==> config.mk <==
export PLATFORM = sky130hd
export DESIGN_NAME = clock_output_select
export DESIGN_NICKNAME = d
export VERILOG_FILES = /design/src/core/clock_output_select_pkg.sv /design/src/core/edge_clock_divider.sv /design/src/core/clock_output_select.sv
export SDC_FILE = /design/constraint.sdc
export NUM_CORES = 1
export LEC_CHECK = 0
export ABC_CLOCK_PERIOD_IN_PS = 4000
export BUFFER_PORTS_ARGS = -buffer_cell sky130_fd_sc_hd__buf_2
export CAP_MARGIN = 0
export CORE_MARGIN = 2
export CORE_UTILIZATION = 31
export DETAILED_ROUTE_END_ITERATION = 7
export HOLD_SLACK_MARGIN = 0.08
export SYNTH_ARGS = -nofsm -noshare
export SYNTH_HDL_FRONTEND = slang
export SYNTH_SLANG_ARGS = --single-unit
==> constraint.sdc <==
create_clock -name clk_in -period 4 [get_ports clk_in]
set_clock_uncertainty 0.1 [all_clocks]
set_input_delay 0.2 -clock clk_in [delete_from_list [all_inputs] [get_ports clk_in]]
set_output_delay 0.2 -clock clk_in [all_outputs]
set_load 0.05 [all_outputs]
==> src/core/clock_output_select_pkg.sv <==
// Purpose: Shared constants for the clock output selection block
// Assumes: 32-bit register port, byte addresses in words of four
// Notes:   Mode codes are shared by the pin pattern and the mode fields
package clock_output_select_pkg;
	localparam int          ADDR_W          = 8;
	localparam int          DATA_W          = 32;
	localparam int          DIV_W           = 8;
	localparam int          PIN_N           = 9;
	// Register byte offsets
	localparam logic [7:0]  CLK_CTRL_OFS    = 8'h00;
	localparam logic [7:0]  TRIG_CTRL_OFS   = 8'h04;
	localparam logic [7:0]  STATUS_OFS      = 8'h08;
	// Output control fields
	localparam int          REF_EN_BIT      = 0;
	localparam int          OVERRIDE_BIT    = 1;
	localparam int          OVR_FLAG_BIT    = 2;
	localparam int          C_MODE_LSB      = 4;
	localparam int          D_MODE_LSB      = 6;
	localparam logic [7:0]  CLK_CTRL_RST    = 8'h01;
	// Trigger output control fields
	localparam int          TRIG_EN_BIT     = 0;
	localparam int          TRIG_MODE_LSB   = 1;
	localparam int          TRIG_DIV_LSB    = 8;
	localparam logic [15:0] TRIG_CTRL_RST   = 16'h0100;
	localparam logic [1:0]  TRIG_MODE_TS    = 2'h3;
	// Auxiliary mode codes
	localparam logic [1:0]  AUX_OFF         = 2'h0;
	localparam logic [1:0]  AUX_REF         = 2'h1;
	localparam logic [1:0]  AUX_REF_DIV2    = 2'h2;
	localparam logic [1:0]  AUX_REF_DIV4    = 2'h3;
	localparam logic [7:0]  RATIO_1         = 8'h01;
	localparam logic [7:0]  RATIO_2         = 8'h02;
	localparam logic [7:0]  RATIO_4         = 8'h04;
	// Pin vector positions after synchronising
	localparam int          PIN_DIFF_REF    = 0;
	localparam int          PIN_SE_REF      = 1;
	localparam int          PIN_SE_SEL      = 2;
	localparam int          PIN_SYNTH_EN    = 3;
	localparam int          PIN_PD          = 4;
	localparam int          PIN_CFG0        = 5;
	localparam int          PIN_CFG1        = 6;
	localparam int          PIN_TS          = 7;
	localparam int          PIN_SER_CLK     = 8;
endpackage : clock_output_select_pkg

==> src/core/edge_clock_divider.sv <==
// Purpose: Divide a sampled clock level by a programmable ratio
// Assumes: Source already synchronised to clk_in
// Notes:   Ratio 1 passes the source, ratio 0 holds the output low
`timescale 1ns/10ps
module edge_clock_divider (
	input  wire logic                                     clk_in,
	input  wire logic                                     rstn_in,
	input  wire logic                                     clk_en_in,
	input  wire logic                                     run_in,
	input  wire logic                                     src_in,
	input  wire logic [clock_output_select_pkg::DIV_W-1:0] ratio_in,
	output logic                                          div_out
);
	import clock_output_select_pkg::*;

	logic             prev_reg;
	logic [DIV_W-1:0] count_reg;
	logic             rise;

	assign rise = src_in & ~prev_reg;

	always_ff @(posedge clk_in) begin
		if (!rstn_in) begin
			prev_reg <= 1'b0;
		end else if (clk_en_in) begin
			prev_reg <= src_in;
		end
	end

	always_ff @(posedge clk_in) begin
		if (!rstn_in) begin
			count_reg <= '0;
		end else if (clk_en_in) begin
			// Clamp after a ratio cut so the count never sits out of range
			if (!run_in || ratio_in <= RATIO_1 || count_reg >= ratio_in) begin
				count_reg <= '0;
			end else if (rise) begin
				if (count_reg >= ratio_in - RATIO_1) begin
					count_reg <= '0;
				end else begin
					count_reg <= count_reg + RATIO_1;
				end
			end
		end
	end

	// High while the count is below half the ratio, rounded down
	always_ff @(posedge clk_in) begin
		if (!rstn_in) begin
			div_out <= 1'b0;
		end else if (clk_en_in) begin
			if (!run_in || ratio_in == '0) begin
				div_out <= 1'b0;
			end else if (ratio_in == RATIO_1) begin
				div_out <= src_in;
			end else begin
				div_out <= (count_reg < (ratio_in >> 1));
			end
		end
	end

	property p_count_bound;
		@(posedge clk_in) disable iff (!rstn_in)
		run_in && ratio_in > RATIO_1 && $stable(ratio_in) && $past(clk_en_in)
			|-> count_reg < ratio_in;
	endproperty
	a_count_bound: assert property (p_count_bound) else $error("divider count out of range");

	property p_stop_low;
		@(posedge clk_in) disable iff (!rstn_in)
		clk_en_in && !run_in |=> !div_out;
	endproperty
	a_stop_low: assert property (p_stop_low) else $error("stopped divider drives high");
endmodule : edge_clock_divider

==> src/core/clock_output_select.sv <==
// Purpose: Reference repeater, trigger clock and auxiliary clock outputs
// Assumes: Pin inputs asynchronous; over-range flag on clk_in
// Notes:   Clock pins are sampled, so output edges are clk_in quantised
// Notes on behaviour
// - Repeater carries the reference chosen by the single-ended select pin.
// - Repeater on by default with the synthesizer; software writing 0 stops it.
// - Repeater only with synthesizer pin high and power-down low.
// - Trigger output from timestamp input or serializer clock, by mode.
// - Trigger output off after reset until software enables it.
// - Serializer source is divided by the programmed divider.
// - Auxiliary outputs live from reset per pins; power-down stops both.
// - Override set: pins ignored, mode fields steer both auxiliary outputs.
// - Pins set enable and ratio for C, only enable for D.
// - Divided reference wins over the over-range flag on a pin.
// - D clock only while C mode is nonzero.
// - Pin codes for C: off or flag, reference, half, quarter.
// - Mode field codes for C: off or flag, reference, half, quarter.
// - Pins for D: any nonzero pattern gives plain reference.
`timescale 1ns/10ps
module clock_output_select #(
	parameter bit QUAD_VARIANT = 1'b1
) (
	input  wire logic                                      clk_in,
	input  wire logic                                      rstn_in,
	input  wire logic                                      clk_en_in,
	input  wire logic [clock_output_select_pkg::ADDR_W-1:0] addr_in,
	input  wire logic [clock_output_select_pkg::DATA_W-1:0] wdata_in,
	input  wire logic                                      wr_in,
	input  wire logic                                      rd_in,
	output logic      [clock_output_select_pkg::DATA_W-1:0] rdata_out,
	input  wire logic                                      diff_ref_in,
	input  wire logic                                      single_ended_ref_in,
	input  wire logic                                      ref_single_ended_select_in,
	input  wire logic                                      synth_enable_pin_in,
	input  wire logic                                      power_down_pin_in,
	input  wire logic [1:0]                                clk_cfg_pins_in,
	input  wire logic                                      timestamp_in,
	input  wire logic                                      serdes_clk_in,
	input  wire logic                                      overrange_c_in,
	output logic                                           ref_repeat_out,
	output logic                                           trigger_clk_out,
	output logic                                           aux_out_c,
	output logic                                           aux_out_d
);
	import clock_output_select_pkg::*;

	logic [PIN_N-1:0] pin_raw;
	logic [PIN_N-1:0] pin_sync;
	logic [7:0]       clk_ctrl_reg;
	logic [15:0]      trig_ctrl_reg;
	logic             ref_sel;
	logic             pd_s;
	logic             ref_on;
	logic             override;
	logic             overrange_flag_enable;
	logic [1:0]       cfg_s;
	logic [1:0]       c_code;
	logic [1:0]       d_code;
	logic [DIV_W-1:0] c_ratio;
	logic [DIV_W-1:0] d_ratio;
	logic             c_div;
	logic             d_div;
	logic             trig_en;
	logic [1:0]       trig_mode;
	logic             trig_active;
	logic             trig_div;
	logic             flag_ok;
	logic [7:0]       status_word;

	assign pin_raw = {serdes_clk_in, timestamp_in, clk_cfg_pins_in,
		power_down_pin_in, synth_enable_pin_in,
		ref_single_ended_select_in, single_ended_ref_in, diff_ref_in};

	// Every pin crosses two flops before use
	genvar gi;
	generate
		for (gi = 0; gi < PIN_N; gi++) begin : g_sync
			logic s1_reg;
			logic s2_reg;
			always_ff @(posedge clk_in) begin
				if (!rstn_in) begin
					s1_reg <= 1'b0;
					s2_reg <= 1'b0;
				end else if (clk_en_in) begin
					s1_reg <= pin_raw[gi];
					s2_reg <= s1_reg;
				end
			end
			assign pin_sync[gi] = s2_reg;
		end
	endgenerate

	function automatic logic [DIV_W-1:0] code_ratio(input logic [1:0] code);
		logic [DIV_W-1:0] r;
		r = '0;
		unique case (code)
			AUX_OFF:      r = '0;
			AUX_REF:      r = RATIO_1;
			AUX_REF_DIV2: r = RATIO_2;
			AUX_REF_DIV4: r = RATIO_4;
		endcase
		return r;
	endfunction : code_ratio

	// Register writes
	always_ff @(posedge clk_in) begin
		if (!rstn_in) begin
			clk_ctrl_reg <= CLK_CTRL_RST;
		end else if (clk_en_in && wr_in && addr_in == CLK_CTRL_OFS) begin
			clk_ctrl_reg <= wdata_in[7:0];
		end
	end

	always_ff @(posedge clk_in) begin
		if (!rstn_in) begin
			trig_ctrl_reg <= TRIG_CTRL_RST;
		end else if (clk_en_in && wr_in && addr_in == TRIG_CTRL_OFS) begin
			trig_ctrl_reg <= {wdata_in[15:8], 5'h00, wdata_in[2:0]};
		end
	end

	assign status_word = {cfg_s, pin_sync[PIN_SYNTH_EN], pd_s,
		c_code != AUX_OFF && d_code != AUX_OFF, c_code != AUX_OFF,
		trig_active, ref_on};

	// Read data for one cycle only, zero elsewhere
	always_ff @(posedge clk_in) begin
		if (!rstn_in) begin
			rdata_out <= '0;
		end else if (clk_en_in) begin
			rdata_out <= '0;
			if (rd_in) begin
				unique case (addr_in)
					CLK_CTRL_OFS:  rdata_out <= {24'h00_0000, clk_ctrl_reg};
					TRIG_CTRL_OFS: rdata_out <= {16'h0000, trig_ctrl_reg};
					STATUS_OFS:    rdata_out <= {24'h00_0000, status_word};
					default:       rdata_out <= '0;
				endcase
			end
		end
	end

	assign pd_s      = pin_sync[PIN_PD];
	assign cfg_s     = {pin_sync[PIN_CFG1], pin_sync[PIN_CFG0]};
	assign override  = clk_ctrl_reg[OVERRIDE_BIT];
	assign overrange_flag_enable    = clk_ctrl_reg[OVR_FLAG_BIT];
	assign flag_ok   = overrange_flag_enable && QUAD_VARIANT;
	assign trig_en   = trig_ctrl_reg[TRIG_EN_BIT];
	assign trig_mode = trig_ctrl_reg[TRIG_MODE_LSB +: 2];

	// Reference straight from the chosen input
	assign ref_sel = pin_sync[PIN_SE_SEL] ? pin_sync[PIN_SE_REF] : pin_sync[PIN_DIFF_REF];

	assign ref_on = clk_ctrl_reg[REF_EN_BIT] && pin_sync[PIN_SYNTH_EN] && !pd_s;

	always_ff @(posedge clk_in) begin
		if (!rstn_in) begin
			ref_repeat_out <= 1'b0;
		end else if (clk_en_in) begin
			ref_repeat_out <= ref_on && ref_sel;
		end
	end

	// Output C code from pins or field
	assign c_code = override ? clk_ctrl_reg[C_MODE_LSB +: 2] : cfg_s;

	// Output D code, gated by C
	always_comb begin
		d_code = AUX_OFF;
		if (c_code != AUX_OFF) begin
			if (override) begin
				d_code = clk_ctrl_reg[D_MODE_LSB +: 2];
			end else if (cfg_s != AUX_OFF) begin
				d_code = AUX_REF;
			end
		end
	end

	assign c_ratio = code_ratio(c_code);
	assign d_ratio = code_ratio(d_code);

	edge_clock_divider u_div_c (
		.clk_in    (clk_in),
		.rstn_in   (rstn_in),
		.clk_en_in (clk_en_in),
		.run_in    (!pd_s),
		.src_in    (ref_sel),
		.ratio_in  (c_ratio),
		.div_out   (c_div)
	);

	edge_clock_divider u_div_d (
		.clk_in    (clk_in),
		.rstn_in   (rstn_in),
		.clk_en_in (clk_en_in),
		.run_in    (!pd_s),
		.src_in    (ref_sel),
		.ratio_in  (d_ratio),
		.div_out   (d_div)
	);

	// Clock beats flag, power-down stops both
	always_ff @(posedge clk_in) begin
		if (!rstn_in) begin
			aux_out_c <= 1'b0;
			aux_out_d <= 1'b0;
		end else if (clk_en_in) begin
			if (pd_s) begin
				aux_out_c <= 1'b0;
				aux_out_d <= 1'b0;
			end else begin
				aux_out_c <= (c_code != AUX_OFF) ? c_div : (flag_ok && overrange_c_in);
				// Flag on D follows channel C as printed
				aux_out_d <= (d_code != AUX_OFF) ? d_div : (flag_ok && overrange_c_in);
			end
		end
	end

	assign trig_active = trig_en && !pd_s;

	edge_clock_divider u_div_trig (
		.clk_in    (clk_in),
		.rstn_in   (rstn_in),
		.clk_en_in (clk_en_in),
		.run_in    (trig_active && trig_mode != TRIG_MODE_TS),
		.src_in    (pin_sync[PIN_SER_CLK]),
		.ratio_in  (trig_ctrl_reg[TRIG_DIV_LSB +: DIV_W]),
		.div_out   (trig_div)
	);

	always_ff @(posedge clk_in) begin
		if (!rstn_in) begin
			trigger_clk_out <= 1'b0;
		end else if (clk_en_in) begin
			if (!trig_active) begin
				trigger_clk_out <= 1'b0;
			end else if (trig_mode == TRIG_MODE_TS) begin
				trigger_clk_out <= pin_sync[PIN_TS];
			end else begin
				trigger_clk_out <= trig_div;
			end
		end
	end

	property p_ref_select;
		@(posedge clk_in) disable iff (!rstn_in)
		clk_en_in && ref_on && pin_sync[PIN_SE_SEL] |=> ref_repeat_out == $past(pin_sync[PIN_SE_REF]);
	endproperty
	a_ref_select: assert property (p_ref_select) else $error("repeater not on single-ended ref");

	property p_ref_sw_off;
		@(posedge clk_in) disable iff (!rstn_in)
		clk_en_in && wr_in && addr_in == CLK_CTRL_OFS && !wdata_in[REF_EN_BIT]
			##1 clk_en_in |=> !ref_repeat_out;
	endproperty
	a_ref_sw_off: assert property (p_ref_sw_off) else $error("repeater on after disable");

	property p_ref_pd;
		@(posedge clk_in) disable iff (!rstn_in)
		clk_en_in && (pd_s || !pin_sync[PIN_SYNTH_EN]) |=> !ref_repeat_out;
	endproperty
	a_ref_pd: assert property (p_ref_pd) else $error("repeater on without synth or in power-down");

	property p_trig_ts;
		@(posedge clk_in) disable iff (!rstn_in)
		clk_en_in && trig_active && trig_mode == TRIG_MODE_TS |=> trigger_clk_out == $past(pin_sync[PIN_TS]);
	endproperty
	a_trig_ts: assert property (p_trig_ts) else $error("trigger not repeating timestamp");

	property p_trig_off;
		@(posedge clk_in) disable iff (!rstn_in)
		clk_en_in && !trig_en |=> !trigger_clk_out;
	endproperty
	a_trig_off: assert property (p_trig_off) else $error("trigger active while disabled");

	property p_aux_pd;
		@(posedge clk_in) disable iff (!rstn_in)
		clk_en_in && pd_s |=> !aux_out_c && !aux_out_d;
	endproperty
	a_aux_pd: assert property (p_aux_pd) else $error("aux output active in power-down");

	property p_d_needs_c;
		@(posedge clk_in) disable iff (!rstn_in)
		clk_en_in && c_code == AUX_OFF && !overrange_flag_enable |=> !aux_out_d;
	endproperty
	a_d_needs_c: assert property (p_d_needs_c) else $error("D clock without C clock");

	property p_c_flag;
		@(posedge clk_in) disable iff (!rstn_in)
		clk_en_in && !pd_s && !override && cfg_s == AUX_OFF && flag_ok
			|=> aux_out_c == $past(overrange_c_in);
	endproperty
	a_c_flag: assert property (p_c_flag) else $error("C not showing over-range flag");

	property p_c_field;
		@(posedge clk_in) disable iff (!rstn_in)
		clk_en_in && !pd_s && override && clk_ctrl_reg[C_MODE_LSB +: 2] == AUX_OFF && !flag_ok
			|=> !aux_out_c;
	endproperty
	a_c_field: assert property (p_c_field) else $error("C not off from mode field");

	property p_d_pins;
		@(posedge clk_in) disable iff (!rstn_in)
		!override && cfg_s != AUX_OFF |-> d_ratio == RATIO_1;
	endproperty
	a_d_pins: assert property (p_d_pins) else $error("D pin mode not plain reference");
endmodule : clock_output_select

==> metrics.txt <==
grt ovf=0; most frequent CP cell=ha_1; initial antenna violation count=0; hold crit path type=in2reg; Reg2Reg Setup Slack=0.46 ns; Area Growth Syn to Fin=20.3%; routed length on met3=355 um; Final Hold Vio Count=0; die width=133 um; share of the synthesized area in the top cell type=0.336; CTS clk-pin slew, worst paths=0.06 ns; WHS Endpoint=clk_ctrl_reg[0]$_SDFFE_PN1P_; Pwr Density=327 nW/um^2; final HPWL from detailed placement=8410 um; metal1 wirelength=5650 um; most frequent cell after synthesis=dfxtp_1; critical path's slowest cell=dfxtp_1; Fill cells=1699; DR iter-0 viols=156; vias per cell=4.75; number of global-route vias before repair=4023; final slew viol count=0; Post-CTS Setup Inserts=0; RSZ-0062 raised after global routing=no; GR Util All Layers=0.136; Root Buffer=clkbuf_16; Critical Path Max Stage Delay=0.49 ns; I/O pin count=91; yosys synthesis warning count=0; first-pass GRT wire length=19600 um; initial core utilization=0.313; design area=6160 sq um; peak supply drop=0.000190 V; Clock Path Buffers=2; WL met2=5420 um; crit path kind=reg2reg; Tcrit/Tclk final=0.885; DR WL/cell=13.4 um; full die area=17600 sq um; synth unique cells=58; Seq/Total Area, Yosys=0.336; Min Hold Slack=0.286 ns; drt pass-1 iters=4; CTS Buf Count=9; DIE HEIGHT=133 um; nets=748; CTS H-Tree Depth=3; largest cells by area after synthesis=dfxtp_1, ha_1, mux2i_1, nor2b_1, nor2_1; Commonest cells post-synth=dfxtp_1, ha_1, nor2b_1, mux2i_1, nor2_1; Worst EP arrival=3.70 ns; Routed Antenna Nets=0; via count=4078; antenna fix cells=0; CTS resizes=0; Max Used Layer=met4; layout cell share with drive strength beyond 1=0.131; reg-to-reg startpoint=clk_ctrl_reg[1]$_SDFFE_PN0P_; HP Start=wr_in; R2R depth=13; ys async rst share=0; Layout Utilization=0.377; max FFs per register=16; Synth Instances=557; highest clock rate=282 MHz; Final GP Congestion=0.828; number of synthesized flops with an enable pin=0; PortBufs=58; critical-path cell list=mux2i_1, ha_1, inv_1, nand3_1, ha_1, inv_1, ha_1, nand2b_1, a21o_1, a211o_1, a211oi_1, o21ai_1, a21oi_1; status=complete, no violations; crit end category=flop; Skew-Pair Late Insertion Delay=0.34 ns; leakage=2.78 nW; final setup TNS=0 ns; CP Data Required Time=4.16 ns; Synth Flop Type=dfxtp_1; # setup viols final=0; Worst Tran Pin Value=0.759 ns; Clock Sink Count=86; Rows=47; largest net degree at the start of global routing=68; Yosys top cell by area=dfxtp_1; drt drc=0; register bit total from synthesis=86; Worst slew margin=0.493; core footprint=16300 sq um; Max-Cap Viols=0; Avg Synthesized Cell Area=9.20 sq um; CTS tree=done; Routed WL=11500 um; Critical Path Fanout Max=10; Hold Crit Depth=4; Final WS setup=0.459 ns; Worst setup SP type=flop; FF-to-FF End=u_div_d.count_reg[1]$_SDFFE_PN0P_; placed cell areas=5570 sq um; hold buffer count at cts=25; cell area after synthesis=5120 sq um; Final min period=3.54 ns; pre-CTS setup slack=0.447 ns
-- cells in the final DEF, fill, tap and decap left out, types with 6 or more instances in the layout --
cell type	count
a21o_1	7
a21oi_1	22
a22oi_1	8
a41oi_1	6
and2_1	7
and3_1	9
buf_2	58
clkbuf_16	9
conb_1	16
dfxtp_1	86
dlygate4sd3_1	25
ha_1	59
inv_1	31
mux2i_1	46
nand2_1	21
nand2b_1	6
nand3_1	12
nand4_1	6
nor2_1	34
nor2b_1	57
nor3_1	7
o21ai_0	12
o2bb2ai_1	6
xnor2_1	9
-- cell type report --
| cell class | count | area [sq um] | share of cell area |
|---|---|---|---|
| Clock buffer | 11 | 243 | 0.0394 |
| Clock inverter | 5 | 106 | 0.0173 |
| Inverter | 32 | 120 | 0.0195 |
| Multi-Input combinational cell | 419 | 3140 | 0.509 |
| Sequential cell | 86 | 1720 | 0.279 |
| Tap cell | 220 | 275 | 0.0447 |
| Timing Repair Buffer | 86 | 563 | 0.0913 |
-- worst max-delay path by stage --
stage                                      start                                 to  slack (ns)  cells past startpoint
floorplan           clk_ctrl_reg[1]$_SDFFE_PN0P_  u_div_d.count_reg[1]$_SDFFE_PN0P_        0.87                     14
global placement    clk_ctrl_reg[1]$_SDFFE_PN0P_  u_div_d.count_reg[1]$_SDFFE_PN0P_        0.55                     13
detailed placement  clk_ctrl_reg[1]$_SDFFE_PN0P_  u_div_d.count_reg[1]$_SDFFE_PN0P_        0.45                     13
CTS                 clk_ctrl_reg[1]$_SDFFE_PN0P_  u_div_d.count_reg[1]$_SDFFE_PN0P_        0.44                     13
global route        clk_ctrl_reg[1]$_SDFFE_PN0P_  u_div_d.count_reg[1]$_SDFFE_PN0P_        0.18                     14
finish              clk_ctrl_reg[1]$_SDFFE_PN0P_  u_div_d.count_reg[1]$_SDFFE_PN0P_        0.46                     13
-- metal layers --
layer  global-route usage  vias to the layer above
met4               0.0376                        0
met3               0.0295                        5
met1                0.174                     1901
li1                     -                     2108
met5                    0                        -
met2                0.230                       64
-- power breakdown --
part           switching, mW  internal, mW  leakage [nW]
sequential            0.0115         0.867         0.696
clock                  0.341         0.629         0.166
combinational          0.101        0.0676          1.92
total                  0.453          1.56          2.78
-- cell families (layout without fill, tap and decap cells) --
kind of cell	count (synthesis)	after routing	synth area share
and+or+nand+nor	178	178	0.195
AOI/OAI and AO/OA	105	105	0.144
DFF	86	86	0.336
buffers and inverters	67	134	0.0630
adders and majority gates	59	59	0.144
muxes	49	49	0.0965
xor gates and xnor gates	12	12	0.0205
other	1	16	0.000732
-- metrics by stage --
stage / instances / total power [mW]
floorplan: 572 / 1.02
global placement: 818 / 1.05
detailed placement: 818 / 1.05
CTS: 859 / 2.04
global route: 859 / 2.10
finish: 859 / 2.02
-- critical path: cells and delay by family (launching register included) --
family	cells	cell delay [ns]
AOI/OAI and AO/OA	5	1.07
DFF	1	0.49
adders and majority gates	3	0.84
and+or+nand+nor	2	0.35
buffers and inverters	2	0.26
muxes	1	0.35
No activity file was read; power rests on OpenSTA's default activity.
